### config.mk
export PLATFORM = sky130hd
export DESIGN_NAME = sfw_dev_flat
export DESIGN_NICKNAME = d
export VERILOG_FILES = /design/src/logic/sfw_pkg.sv /design/src/logic/sfw_link_if.sv /design/src/logic/sfw_fifo.sv /design/src/logic/sfw_dev.sv /design/src/flat_wrapper.sv
export SDC_FILE = /design/constraint.sdc
export NUM_CORES = 1
export LEC_CHECK = 0
export BUFFER_PORTS_ARGS = -buffer_cell sky130_fd_sc_hd__buf_2
export CORE_ASPECT_RATIO = 1.5
export CORE_MARGIN = 10
export CORE_UTILIZATION = 55
export CTS_BUF_LIST = sky130_fd_sc_hd__clkbuf_4
export CTS_CLUSTER_DIAMETER = 60
export DETAILED_ROUTE_END_ITERATION = 6
export GPL_TIMING_DRIVEN = 0
export PLACE_DENSITY = 0.74
export REMOVE_ABC_BUFFERS = 1
export SYNTH_ARGS = -nofsm -noshare
export SYNTH_HDL_FRONTEND = slang
export SYNTH_SLANG_ARGS = --single-unit
### constraint.sdc
create_clock -name clk_i -period 8.7 [get_ports clk_i]
set_input_delay 0.435 -clock clk_i [delete_from_list [all_inputs] [get_ports clk_i]]
set_output_delay 0.435 -clock clk_i [all_outputs]
set_load 0.02 [all_outputs]
### src/logic/sfw_pkg.sv
package sfw_pkg;
	localparam logic [7:0]  MATCH_BYTE   = 8'h5A;
	localparam logic [7:0]  BAUD_9600    = 8'h28;
	localparam logic [7:0]  BAUD_ERR     = 8'h62;
	localparam logic [7:0]  CMD_FLASH_WR = 8'h30;
	localparam logic [7:0]  CMD_ERR      = 8'h63;
	localparam logic [7:0]  HEX_START    = 8'h3A;
	localparam logic [7:0]  BLANK_LO     = 8'h00;
	localparam logic [7:0]  BLANK_HI     = 8'hFF;
	localparam logic [7:0]  REC_DATA     = 8'h00;
	localparam logic [7:0]  REC_END      = 8'h01;
	localparam logic [15:0] VEC_BASE     = 16'hFFE0;
	localparam logic [15:0] FLASH_BASE   = 16'hC000;
	localparam int          VEC_BYTES    = 32;
	localparam int          FLASH_BYTES  = 16384;
	localparam int          PAGE_BYTES   = 32;
	localparam int          PG_W         = 5;
	localparam logic [1:0]  ERR_REPEAT   = 2'h3;
	localparam logic [1:0]  ADDR_BYTES   = 2'h3;
	localparam int          CLK_KHZ      = 125000;
	localparam int          REC_GAP_MS   = 1;
	localparam int          REC_GAP_CYC  = REC_GAP_MS * CLK_KHZ + 1;
	localparam int          SUM_WAIT_MS  = 100;
	localparam int          TMO_CYC      = 2 * SUM_WAIT_MS * CLK_KHZ;
	localparam int          RETRY_CYC    = 64;
	localparam int          DRST_CYC     = 4;
	localparam logic [2:0]  HX_IDLE      = 3'h0;
	localparam logic [2:0]  HX_LEN       = 3'h1;
	localparam logic [2:0]  HX_AH        = 3'h2;
	localparam logic [2:0]  HX_AL        = 3'h3;
	localparam logic [2:0]  HX_TYPE      = 3'h4;
	localparam logic [2:0]  HX_DATA      = 3'h5;
	localparam logic [2:0]  HX_CSUM      = 3'h6;
endpackage

### src/logic/sfw_link_if.sv
`timescale 1ns/100ps
interface sfw_link_if;
	logic [7:0] h2d_data;
	logic       h2d_valid;
	logic       h2d_ready;
	logic       h2d_err;
	logic [7:0] d2h_data;
	logic       d2h_valid;
	logic       dev_rst;
	logic [7:0] baud_code;
	modport dev (
		input  h2d_data, h2d_valid, h2d_err, dev_rst,
		output h2d_ready, d2h_data, d2h_valid, baud_code
	);
	modport host (
		output h2d_data, h2d_valid, h2d_err, dev_rst,
		input  h2d_ready, d2h_data, d2h_valid, baud_code
	);
endinterface

### src/logic/sfw_fifo.sv
`timescale 1ns/100ps
module sfw_fifo #(
	parameter int W = 9,
	parameter int D = 16
) (
	input  wire logic         clk_i,
	input  wire logic         rst_i,
	input  wire logic [W-1:0] in_data_i,
	input  wire logic         in_valid_i,
	output logic              in_ready_o,
	output logic [W-1:0]      out_data_o,
	output logic              out_valid_o,
	input  wire logic         out_ready_i
);
	localparam int AW = $clog2(D);
	logic [W-1:0]  mem_r [D];
	logic [AW-1:0] wp_r;
	logic [AW-1:0] rp_r;
	logic [AW:0]   cnt_r;
	logic          push;
	logic          pop;

	assign in_ready_o  = (cnt_r < (AW+1)'(D));
	assign out_valid_o = (cnt_r != '0);
	assign out_data_o  = mem_r[rp_r];
	assign push        = in_valid_i && in_ready_o;
	assign pop         = out_valid_o && out_ready_i;

	always_ff @(posedge clk_i) begin
		if (push) begin
			mem_r[wp_r] <= in_data_i;
		end
	end

	always_ff @(posedge clk_i) begin
		if (rst_i) begin
			wp_r  <= '0;
			rp_r  <= '0;
			cnt_r <= '0;
		end else begin
			if (push) begin
				wp_r <= (wp_r == AW'(D - 1)) ? '0 : wp_r + 1'b1;
			end
			if (pop) begin
				rp_r <= (rp_r == AW'(D - 1)) ? '0 : rp_r + 1'b1;
			end
			cnt_r <= cnt_r + (AW+1)'(push) - (AW+1)'(pop);
		end
	end
endmodule

### src/logic/sfw_dev.sv
// Summary of operation
// - match byte sets initial rate 9600
// - echo match byte; on failure count trial_r, rate stays 9600
// - controller repeats match byte until echo
// - controller sends one of six rate codes
// - echo rate code, switch after echo
// - bad rate code: error three times, halt
// - echo valid flash write command
// - bad command: error three times, halt
// - bytes seven, nine give count address
// - bytes eleven, thirteen give compare address
// - address byte error halts silently
// - compare N password bytes, mismatch halts
// - blank vector area skips password compare
// - controller resets device on an echo or SUM timeout; a stalled stream never times out
// - ignore bytes until record start mark
// - record fields in order, then await start
// - buffer data, program in 32-byte pages
// - controller leaves over 1 ms between records
// - record error halts silently, no SUM
// - after end record send SUM high first
// - controller waits for SUM computation
// - after SUM await next command
`timescale 1ns/100ps
module sfw_dev import sfw_pkg::*; #(
	parameter int         FIFO_D = 16,
	parameter int         SUM_N  = FLASH_BYTES,
	parameter logic [7:0] RATE1  = 8'h18,
	parameter logic [7:0] RATE2  = 8'h20,
	parameter logic [7:0] RATE3  = 8'h38,
	parameter logic [7:0] RATE4  = 8'h40,
	parameter logic [7:0] RATE5  = 8'h48
) (
	input  wire logic    clk_i,
	input  wire logic    rst_i,
	sfw_link_if.dev      lk,
	output logic [15:0]  mem_addr_o,
	input  wire logic [7:0] mem_data_i,
	output logic         fl_we_o,
	output logic [15:0]  fl_addr_o,
	output logic [7:0]   fl_data_o,
	output logic         halted_o
);
	typedef enum logic [11:0] {
		D_MATCH = 12'h001, D_BAUD = 12'h002, D_CMD = 12'h004, D_ADDR = 12'h008,
		D_CNT = 12'h010, D_BLANK = 12'h020, D_PW = 12'h040, D_HEX = 12'h080,
		D_FLUSH = 12'h100, D_SUM = 12'h200, D_TX = 12'h400, D_HALT = 12'h800
	} sfw_dst_t;

	sfw_dst_t      st_r;
	sfw_dst_t      tx_next_r;
	logic          rst;
	logic [7:0]    fd;
	logic          ferr;
	logic          fval;
	logic          pop_ok;
	logic          take;
	logic [15:0]   tx_q_r;
	logic [1:0]    tx_left_r;
	logic          tx_rep_r;
	logic          tx_baud_r;
	logic [7:0]    baud_r;
	logic [7:0]    baud_pend_r;
	logic [7:0]    trial_r;
	logic [1:0]    ab_r;
	logic [15:0]   cnt_addr_r;
	logic [15:0]   pw_addr_r;
	logic [7:0]    n_r;
	logic          rd_pend_r;
	logic [15:0]   idx_r;
	logic          all0_r;
	logic          all1_r;
	logic [15:0]   sum_r;
	logic [2:0]    hx_r;
	logic [7:0]    len_r;
	logic [15:0]   radr_r;
	logic [7:0]    rtype_r;
	logic [7:0]    csum_r;
	logic [7:0]    pbuf_r [PAGE_BYTES];
	logic [PAGE_BYTES-1:0] pval_r;
	logic [15-PG_W:0] page_r;
	logic          dirty_r;
	logic          end_pend_r;
	logic          need_flush;
	logic          rate_ok;

	assign rst = rst_i || lk.dev_rst;

	// the fifo lets bursts queue while a page is being programmed
	sfw_fifo #(.W(9), .D(FIFO_D)) sfw_fifo_inst (
		.clk_i       (clk_i),
		.rst_i       (rst),
		.in_data_i   ({lk.h2d_err, lk.h2d_data}),
		.in_valid_i  (lk.h2d_valid),
		.in_ready_o  (lk.h2d_ready),
		.out_data_o  ({ferr, fd}),
		.out_valid_o (fval),
		.out_ready_i (take)
	);

	assign need_flush = (hx_r == HX_DATA) && (rtype_r == REC_DATA) && dirty_r &&
	                    (radr_r[15:PG_W] != page_r);
	assign rate_ok = (fd == BAUD_9600) || (fd == RATE1) || (fd == RATE2) ||
	                 (fd == RATE3) || (fd == RATE4) || (fd == RATE5);

	always_comb begin
		case (st_r)
			D_MATCH, D_BAUD, D_CMD, D_ADDR: pop_ok = 1'b1;
			D_PW:    pop_ok = rd_pend_r;
			D_HEX:   pop_ok = !need_flush;
			default: pop_ok = 1'b0; // halted: queue fills, link stalls
		endcase
	end
	assign take = fval && pop_ok;

	assign lk.d2h_valid = (st_r == D_TX);
	assign lk.d2h_data  = tx_q_r[15:8];
	assign lk.baud_code = baud_r;
	assign halted_o     = (st_r == D_HALT);

	always_ff @(posedge clk_i) begin
		if (rst) begin
			st_r       <= D_MATCH;
			tx_next_r  <= D_MATCH;
			tx_q_r     <= '0;
			tx_left_r  <= '0;
			tx_rep_r   <= 1'b0;
			tx_baud_r  <= 1'b0;
			baud_r     <= BAUD_9600;
			baud_pend_r<= BAUD_9600;
			trial_r    <= '0;
			ab_r       <= '0;
			cnt_addr_r <= '0;
			pw_addr_r  <= '0;
			n_r        <= '0;
			rd_pend_r  <= 1'b0;
			idx_r      <= '0;
			all0_r     <= 1'b1;
			all1_r     <= 1'b1;
			sum_r      <= '0;
			mem_addr_o <= '0;
			end_pend_r <= 1'b0;
		end else begin
			rd_pend_r <= 1'b1;
			case (st_r)
				D_MATCH: if (take) begin
					if (!ferr && fd == MATCH_BYTE) begin
						baud_r    <= BAUD_9600;
						tx_q_r    <= {fd, fd};
						tx_left_r <= 2'h1;
						tx_rep_r  <= 1'b1;
						tx_next_r <= D_BAUD;
						st_r      <= D_TX;
					end else begin
						trial_r <= trial_r + 1'b1;
					end
				end
				D_BAUD: if (take) begin
					tx_q_r   <= rate_ok && !ferr ? {fd, fd} : {BAUD_ERR, BAUD_ERR};
					tx_left_r<= rate_ok && !ferr ? 2'h1 : ERR_REPEAT;
					tx_rep_r <= 1'b1;
					tx_baud_r<= rate_ok && !ferr;
					baud_pend_r <= fd;
					tx_next_r<= rate_ok && !ferr ? D_CMD : D_HALT;
					st_r     <= D_TX;
				end
				D_CMD: if (take) begin
					tx_q_r   <= (fd == CMD_FLASH_WR && !ferr) ? {fd, fd} : {CMD_ERR, CMD_ERR};
					tx_left_r<= (fd == CMD_FLASH_WR && !ferr) ? 2'h1 : ERR_REPEAT;
					tx_rep_r <= 1'b1;
					tx_next_r<= (fd == CMD_FLASH_WR && !ferr) ? D_ADDR : D_HALT;
					ab_r     <= '0;
					st_r     <= D_TX;
				end
				D_ADDR: if (take) begin
					if (ferr) begin
						st_r <= D_HALT;
					end else begin
						case (ab_r)
							2'h0:    cnt_addr_r[15:8] <= fd;
							2'h1:    cnt_addr_r[7:0]  <= fd;
							2'h2:    pw_addr_r[15:8]  <= fd;
							default: pw_addr_r[7:0]   <= fd;
						endcase
						ab_r <= ab_r + 1'b1;
						if (ab_r == ADDR_BYTES) begin
							mem_addr_o <= cnt_addr_r;
							rd_pend_r  <= 1'b0;
							st_r       <= D_CNT;
						end
					end
				end
				D_CNT: if (rd_pend_r) begin
					n_r        <= mem_data_i;
					mem_addr_o <= VEC_BASE;
					rd_pend_r  <= 1'b0;
					idx_r      <= '0;
					all0_r     <= 1'b1;
					all1_r     <= 1'b1;
					st_r       <= D_BLANK;
				end
				D_BLANK: if (rd_pend_r) begin
					all0_r     <= all0_r && (mem_data_i == BLANK_LO);
					all1_r     <= all1_r && (mem_data_i == BLANK_HI);
					mem_addr_o <= mem_addr_o + 1'b1;
					rd_pend_r  <= 1'b0;
					idx_r      <= idx_r + 1'b1;
					if (idx_r == 16'(VEC_BYTES - 1)) begin
						mem_addr_o <= pw_addr_r;
						// blank part skips compare
						if ((all0_r && mem_data_i == BLANK_LO) || (all1_r && mem_data_i == BLANK_HI) ||
						    n_r == '0) begin
							st_r <= D_HEX;
						end else begin
							st_r <= D_PW;
						end
					end
				end
				D_PW: if (take) begin
					if (ferr || fd != mem_data_i) begin
						st_r <= D_HALT;
					end else begin
						mem_addr_o <= mem_addr_o + 1'b1;
						rd_pend_r  <= 1'b0;
						n_r        <= n_r - 1'b1;
						if (n_r == 8'h01) begin
							st_r <= D_HEX;
						end
					end
				end
				D_HEX: begin
					if (need_flush) begin
						idx_r <= '0;
						st_r  <= D_FLUSH;
					end else if (take && ferr) begin
						st_r <= D_HALT;
					end else if (take && hx_r == HX_CSUM && csum_r + fd == '0 && rtype_r == REC_END) begin
						idx_r      <= '0;
						end_pend_r <= 1'b1;
						st_r       <= D_FLUSH;
					end else if (take && hx_r == HX_CSUM && csum_r + fd != '0) begin
						st_r <= D_HALT;
					end
				end
				D_FLUSH: begin
					idx_r <= idx_r + 1'b1;
					if (idx_r == 16'(PAGE_BYTES - 1)) begin
						st_r       <= end_pend_r ? D_SUM : D_HEX;
						end_pend_r <= 1'b0;
						idx_r      <= '0;
						sum_r      <= '0;
						mem_addr_o <= FLASH_BASE;
						rd_pend_r  <= 1'b0;
					end
				end
				D_SUM: if (rd_pend_r) begin
					sum_r      <= sum_r + 16'(mem_data_i);
					mem_addr_o <= mem_addr_o + 1'b1;
					rd_pend_r  <= 1'b0;
					idx_r      <= idx_r + 1'b1;
					if (idx_r == 16'(SUM_N - 1)) begin
						tx_q_r    <= sum_r + 16'(mem_data_i);
						tx_left_r <= 2'h2;
						tx_rep_r  <= 1'b0;
						tx_next_r <= D_CMD;
						st_r      <= D_TX;
					end
				end
				D_TX: begin
					tx_left_r <= tx_left_r - 1'b1;
					if (!tx_rep_r) begin
						tx_q_r <= {tx_q_r[7:0], 8'h00};
					end
					if (tx_left_r == 2'h1) begin
						st_r <= tx_next_r;
						if (tx_baud_r) begin
							baud_r <= baud_pend_r;
						end
						tx_baud_r <= 1'b0;
					end
				end
				D_HALT:  st_r <= D_HALT;
				default: st_r <= D_HALT;
			endcase
		end
	end

	// record field walker; held through a page flush so a record split across pages carries on
	always_ff @(posedge clk_i) begin
		if (rst || (st_r != D_HEX && st_r != D_FLUSH)) begin
			hx_r    <= HX_IDLE;
			csum_r  <= '0;
			len_r   <= '0;
			radr_r  <= '0;
			rtype_r <= '0;
		end else if (take) begin
			csum_r <= csum_r + fd;
			case (hx_r)
				HX_IDLE: begin
					csum_r <= '0;
					if (fd == HEX_START) begin
						hx_r <= HX_LEN;
					end
				end
				HX_LEN:  begin len_r <= fd; hx_r <= HX_AH; end
				HX_AH:   begin radr_r[15:8] <= fd; hx_r <= HX_AL; end
				HX_AL:   begin radr_r[7:0] <= fd; hx_r <= HX_TYPE; end
				HX_TYPE: begin rtype_r <= fd; hx_r <= (len_r == '0) ? HX_CSUM : HX_DATA; end
				HX_DATA: begin
					radr_r <= radr_r + 1'b1;
					len_r  <= len_r - 1'b1;
					if (len_r == 8'h01) begin
						hx_r <= HX_CSUM;
					end
				end
				default: hx_r <= HX_IDLE;
			endcase
		end
	end

	// page buffer and programming strobes
	always_ff @(posedge clk_i) begin
		if (rst) begin
			pval_r    <= '0;
			page_r    <= '0;
			dirty_r   <= 1'b0;
			fl_we_o   <= 1'b0;
			fl_addr_o <= '0;
			fl_data_o <= '0;
		end else begin
			fl_we_o <= 1'b0;
			if (st_r == D_HEX && take && !ferr && hx_r == HX_DATA && rtype_r == REC_DATA) begin
				pbuf_r[radr_r[PG_W-1:0]] <= fd;
				pval_r[radr_r[PG_W-1:0]] <= 1'b1;
				page_r  <= radr_r[15:PG_W];
				dirty_r <= 1'b1;
			end
			if (st_r == D_FLUSH) begin
				fl_we_o   <= pval_r[idx_r[PG_W-1:0]];
				fl_addr_o <= {page_r, idx_r[PG_W-1:0]};
				fl_data_o <= pbuf_r[idx_r[PG_W-1:0]];
				if (idx_r == 16'(PAGE_BYTES - 1)) begin
					pval_r  <= '0;
					dirty_r <= 1'b0;
				end
			end
		end
	end
endmodule

### src/flat_wrapper.sv
// flat-port wrapper written by rule: the top's interface ports become plain ports
module sfw_dev_flat import sfw_pkg::*;
#(
	parameter int         FIFO_D = 16,
	parameter int         SUM_N  = FLASH_BYTES,
	parameter logic [7:0] RATE1  = 8'h18,
	parameter logic [7:0] RATE2  = 8'h20,
	parameter logic [7:0] RATE3  = 8'h38,
	parameter logic [7:0] RATE4  = 8'h40,
	parameter logic [7:0] RATE5  = 8'h48
)
  (clk_i, rst_i, mem_addr_o, mem_data_i, fl_we_o, fl_addr_o, fl_data_o, halted_o, lk_h2d_data, lk_h2d_valid, lk_h2d_err, lk_dev_rst, lk_h2d_ready, lk_d2h_data, lk_d2h_valid, lk_baud_code);
  sfw_link_if lk_i ();
  input  wire logic clk_i;
  input  wire logic rst_i;
  output logic [15:0] mem_addr_o;
  input  wire logic [7:0] mem_data_i;
  output logic fl_we_o;
  output logic [15:0] fl_addr_o;
  output logic [7:0] fl_data_o;
  output logic halted_o;
  input wire logic [$bits(lk_i.h2d_data)-1:0] lk_h2d_data;
  input wire logic [$bits(lk_i.h2d_valid)-1:0] lk_h2d_valid;
  input wire logic [$bits(lk_i.h2d_err)-1:0] lk_h2d_err;
  input wire logic [$bits(lk_i.dev_rst)-1:0] lk_dev_rst;
  output wire logic [$bits(lk_i.h2d_ready)-1:0] lk_h2d_ready;
  output wire logic [$bits(lk_i.d2h_data)-1:0] lk_d2h_data;
  output wire logic [$bits(lk_i.d2h_valid)-1:0] lk_d2h_valid;
  output wire logic [$bits(lk_i.baud_code)-1:0] lk_baud_code;
  assign lk_i.h2d_data = lk_h2d_data;
  assign lk_i.h2d_valid = lk_h2d_valid;
  assign lk_i.h2d_err = lk_h2d_err;
  assign lk_i.dev_rst = lk_dev_rst;
  assign lk_h2d_ready = lk_i.h2d_ready;
  assign lk_d2h_data = lk_i.d2h_data;
  assign lk_d2h_valid = lk_i.d2h_valid;
  assign lk_baud_code = lk_i.baud_code;
  sfw_dev #(.FIFO_D(FIFO_D), .SUM_N(SUM_N), .RATE1(RATE1), .RATE2(RATE2), .RATE3(RATE3), .RATE4(RATE4), .RATE5(RATE5)) u_core (.clk_i(clk_i), .rst_i(rst_i), .lk(lk_i), .mem_addr_o(mem_addr_o), .mem_data_i(mem_data_i), .fl_we_o(fl_we_o), .fl_addr_o(fl_addr_o), .fl_data_o(fl_data_o), .halted_o(halted_o));
endmodule
==> impl_metrics.yaml <==
setup_path:
  critical_path.endpoint_type: "flop"
  startpoint_type: "flop"
  crit_fanout: 41
  cp-endpoint: "u_core.idx_r[1]"
  setup.worst_path.class: "flop to flop"
  r2r_cells: 15
  timing.rr.end: "u_core.idx_r[1]"
  required_ps: 9550
  reg2reg_slack_ps: 2920
  arrival_ps: 6630
synthesis:
  netlist_top_cells_area: "edfxtp_1 (40%), dfxtp_1 (18%), mux4_2 (9.5%)"
  synth_cell_type_count: 89
  netlist_area_mm2: 0.02992
  synth_top_flop_cell: "edfxtp_1"
  synth-seq-cells: 676
  synth_edf_count: 400
  avgSynthCellArea_um2: 12.02
  syn_inst: 2488
  ys_warn_count: 0
  async_flop_share_pct: 0
  synth_top_cell_by_area: "edfxtp_1"
  synth_top_area_share_pct: 40.15
  seq_area_frac_synth_pct: 58.62
cells_and_area:
  final_core_util_pct: 61.70
  drive_above_1_share_pct: 19.31
  final_common_cell: "edfxtp_1"
  layout.nets: 2676
  area_delta_synth_final_pct: 10.84
  stdcell_count: 3427
  fin_area_mm2: 0.03316
  final_cell_mix: "edfxtp_1 (400), nor2_1 (296), dfxtp_1 (270)"
power:
  p_seq_share_pct: 51.4
  clkPwrFrac_pct: 35.2
  switching_share_pct: 27.63
  total_power_mw: 7.008
  intPower_mw: 5.071
  power.density_mw_per_mm2: 211.3
  power_frac_comb_pct: 13.4
  netSwitchingPower_mw: 1.936
  power_leakage_nw: 10.96
  vdd_drop_max_mv: 0.1915
sta:
  slew_headroom_pct: 8.609
  worst_slew_pin_slew_ps: 1360
  slew_violations: 0
  holdWs_ps: 100.7
  clock_skew_ps: 67.84
  final-hold-violation-count: 0
  post-route-min-period_ps: 5777
  finalCritPeriodShare_pct: 66.40
  setup_viol: 0
  fmax_mhz: 173.1
  rsz0062_at_grt: "no"
drt:
  drt_iter0_drc: 1684
  avgViaCountPerCell: 6.148
  routed-via-count: 21070
  drtPass1Iterations: 6
  wirelength_um: 74030
  wire_per_inst_um: 21.60
  ant_nets: 0
  drc: 0
floorplanning:
  ios: 81
  die_h_um: 305.6
  initial_core_util_pct: 55.67
  coreArea_mm2: 0.05374
  dieArea_mm2: 0.06431
  row_count: 104
  die_w_um: 210.4
clock_tree:
  cts_sinks: 676
  cts_tree: "yes"
  htree_levels: 4
  cts_resized: 0
  clock_path_buffers: 3
  cts_made_buffers: 157
  worstSkewPairLatency_ps: 920
  clk_pin_slew_worst_paths_ps: 80
  cts-root-buf: "clkbuf_4"
  ctsHoldBuffers: 19
  postCtsSetupRepairBufs: 0
status:
  outcome: "complete, no violations"
global_routing:
  grt-ovfl-total: 0
  grt_max_degree: 84
  grt_pass1_vias: 21510
  track_usage_pct: 22.94
  antenna_found_initial: 1
  grt_pass1_wl_um: 116300
placed_design:
  post_dp_cell_area_mm2: 0.03099
  dp_cells: 3121
  dp.final_hpwl_um: 49110
  io_buffers: 80
  place_congestion: 0.8699
job:
  max_cap_violations: 0
min_path:
  hp-class: "input port to flop"
-- power by group through the flow --
| stage | combinational, mW | clock (mW) | sequential (mW) |
|---|---|---|---|
| after floorplan | 0.516 | 0 | 3.66 |
| after global placement | 0.812 | 0 | 3.69 |
| after detailed placement | 0.920 | 0 | 3.68 |
| after CTS | 0.931 | 2.51 | 3.60 |
| after global routing | 1.01 | 2.67 | 3.61 |
| final | 0.940 | 2.46 | 3.60 |
-- cell usage after synthesis, types with 8 or more instances --
| cell | number |
|---|---|
| nand3_1 | 73 |
| mux2_2 | 8 |
| inv_1 | 35 |
| buf_1 | 13 |
| nor3_1 | 73 |
| a21o_1 | 13 |
| clkbuf_1 | 113 |
| a2111oi_0 | 8 |
| buf_4 | 12 |
| mux2i_1 | 56 |
| a31oi_1 | 8 |
| nor4_1 | 16 |
| nor2b_1 | 12 |
| and3_1 | 28 |
| dfxtp_1 | 276 |
| a211oi_1 | 44 |
| nor3b_1 | 22 |
| nand2b_1 | 17 |
| xnor2_1 | 18 |
| buf_2 | 14 |
| edfxtp_1 | 400 |
| o21ai_0 | 82 |
| nor4b_1 | 9 |
| nor2_1 | 297 |
| and2_1 | 14 |
| a221oi_1 | 11 |
| nand4_1 | 19 |
| or3_1 | 17 |
| ha_1 | 42 |
| nand2_1 | 210 |
| o22ai_1 | 9 |
| a22oi_1 | 24 |
| a21oi_1 | 211 |
| xor2_1 | 39 |
| mux4_2 | 126 |
-- critical path: stages, from the launching register on --
cell and delay [ps]:
dfxtp_2 750, mux4_2 610, mux2i_1 330, nor2_1 120, nor2_2 490, inv_2 540, ha_1 550, nand3_1 100
o211ai_1 250, o41a_1 220, xor3_1 270, nor4_2 370, and4_1 340, o21ai_2 250, or3b_1 420, a21oi_1 140
-- worst min-delay path by stage --
stage | from | cells past startpoint | end
after floorplan | u_core.pval_r[10] | 2 | u_core.pval_r[10]
final | mem_data_i[2] | 4 | u_core.n_r[2]
after global routing | mem_data_i[2] | 4 | u_core.n_r[2]
after CTS | mem_data_i[2] | 4 | u_core.n_r[2]
after detailed placement | u_core.fl_addr_o[10] | 2 | u_core.fl_addr_o[10]
after global placement | u_core.fl_addr_o[1] | 2 | u_core.fl_addr_o[1]
-- flip-flops by register name (all words and copies together) (netlist names), 8 cells and up, named ones only --
register	flops
u_core.page_r	11
u_core.cnt_addr_r	16
u_core.pw_addr_r	16
u_core.n_r	8
u_core.st_r	12
u_core.mem_addr_o	16
u_core.len_r	8
u_core.sum_r	16
u_core.pval_r	32
u_core.radr_r	16
u_core.pbuf_r	256
u_core.fl_data_o	8
u_core.fl_addr_o	16
u_core.idx_r	16
u_core.csum_r	8
u_core.rtype_r	8
u_core.baud_pend_r	8
u_core.tx_q_r	16
u_core.lk.baud_code	8
u_core.sfw_fifo_inst.mem_r	144
-- cell families (layout without fill, tap and decap cells) --
| kind of cell | count (synthesis) | count (layout) | synth area share, % |
|---|---|---|---|
| AND/OR/NAND/NOR | 850 | 850 | 13.43 |
| flip-flops | 676 | 676 | 58.62 |
| AO/OA/AOI/OAI | 473 | 473 | 9.728 |
| buffers and inverters | 196 | 443 | 2.857 |
| multiplexers | 190 | 190 | 11.66 |
| XOR/XNOR | 58 | 58 | 1.748 |
| adder cells (fa/ha/maj) | 45 | 45 | 1.957 |
| other | 0 | 3 | 0 |
-- per-stage QoR --
step | setup WS, ps | TNS, ps
2_1_floorplan | 2605 | 0
3_3_place_gp | -904.8 | -33080
3_5_place_dp | 2937 | 0
4_1_cts | 2963 | 0
5_1_grt | 2601 | 0
6_report | 2923 | 0
-- routing by layer --
metal / track usage (%) / vias up / part of all wire (%) / wire [um]
met1: 25.35 / 10380 / 37 / 27270
li1: - / 9680 / - / -
met4: 12.65 / 0 / 4.7 / 3499
met5: 0 / - / 0 / 0
met3: 3.923 / 212 / 5.9 / 4372
met2: 41.05 / 800 / 53 / 38890
-- cell type report --
type                       instances  area [um2]
fill                            4132       20580
multi-input combinational       1616       11610
clock buffer                     234        1757
clock inverter                    50       214.0
antenna                            3       7.507
tap                              689       862.1
sequential                       676       17550
inverter                          37       138.9
timing repair buffer             122        1017
No activity file was read; power rests on OpenSTA's default activity.
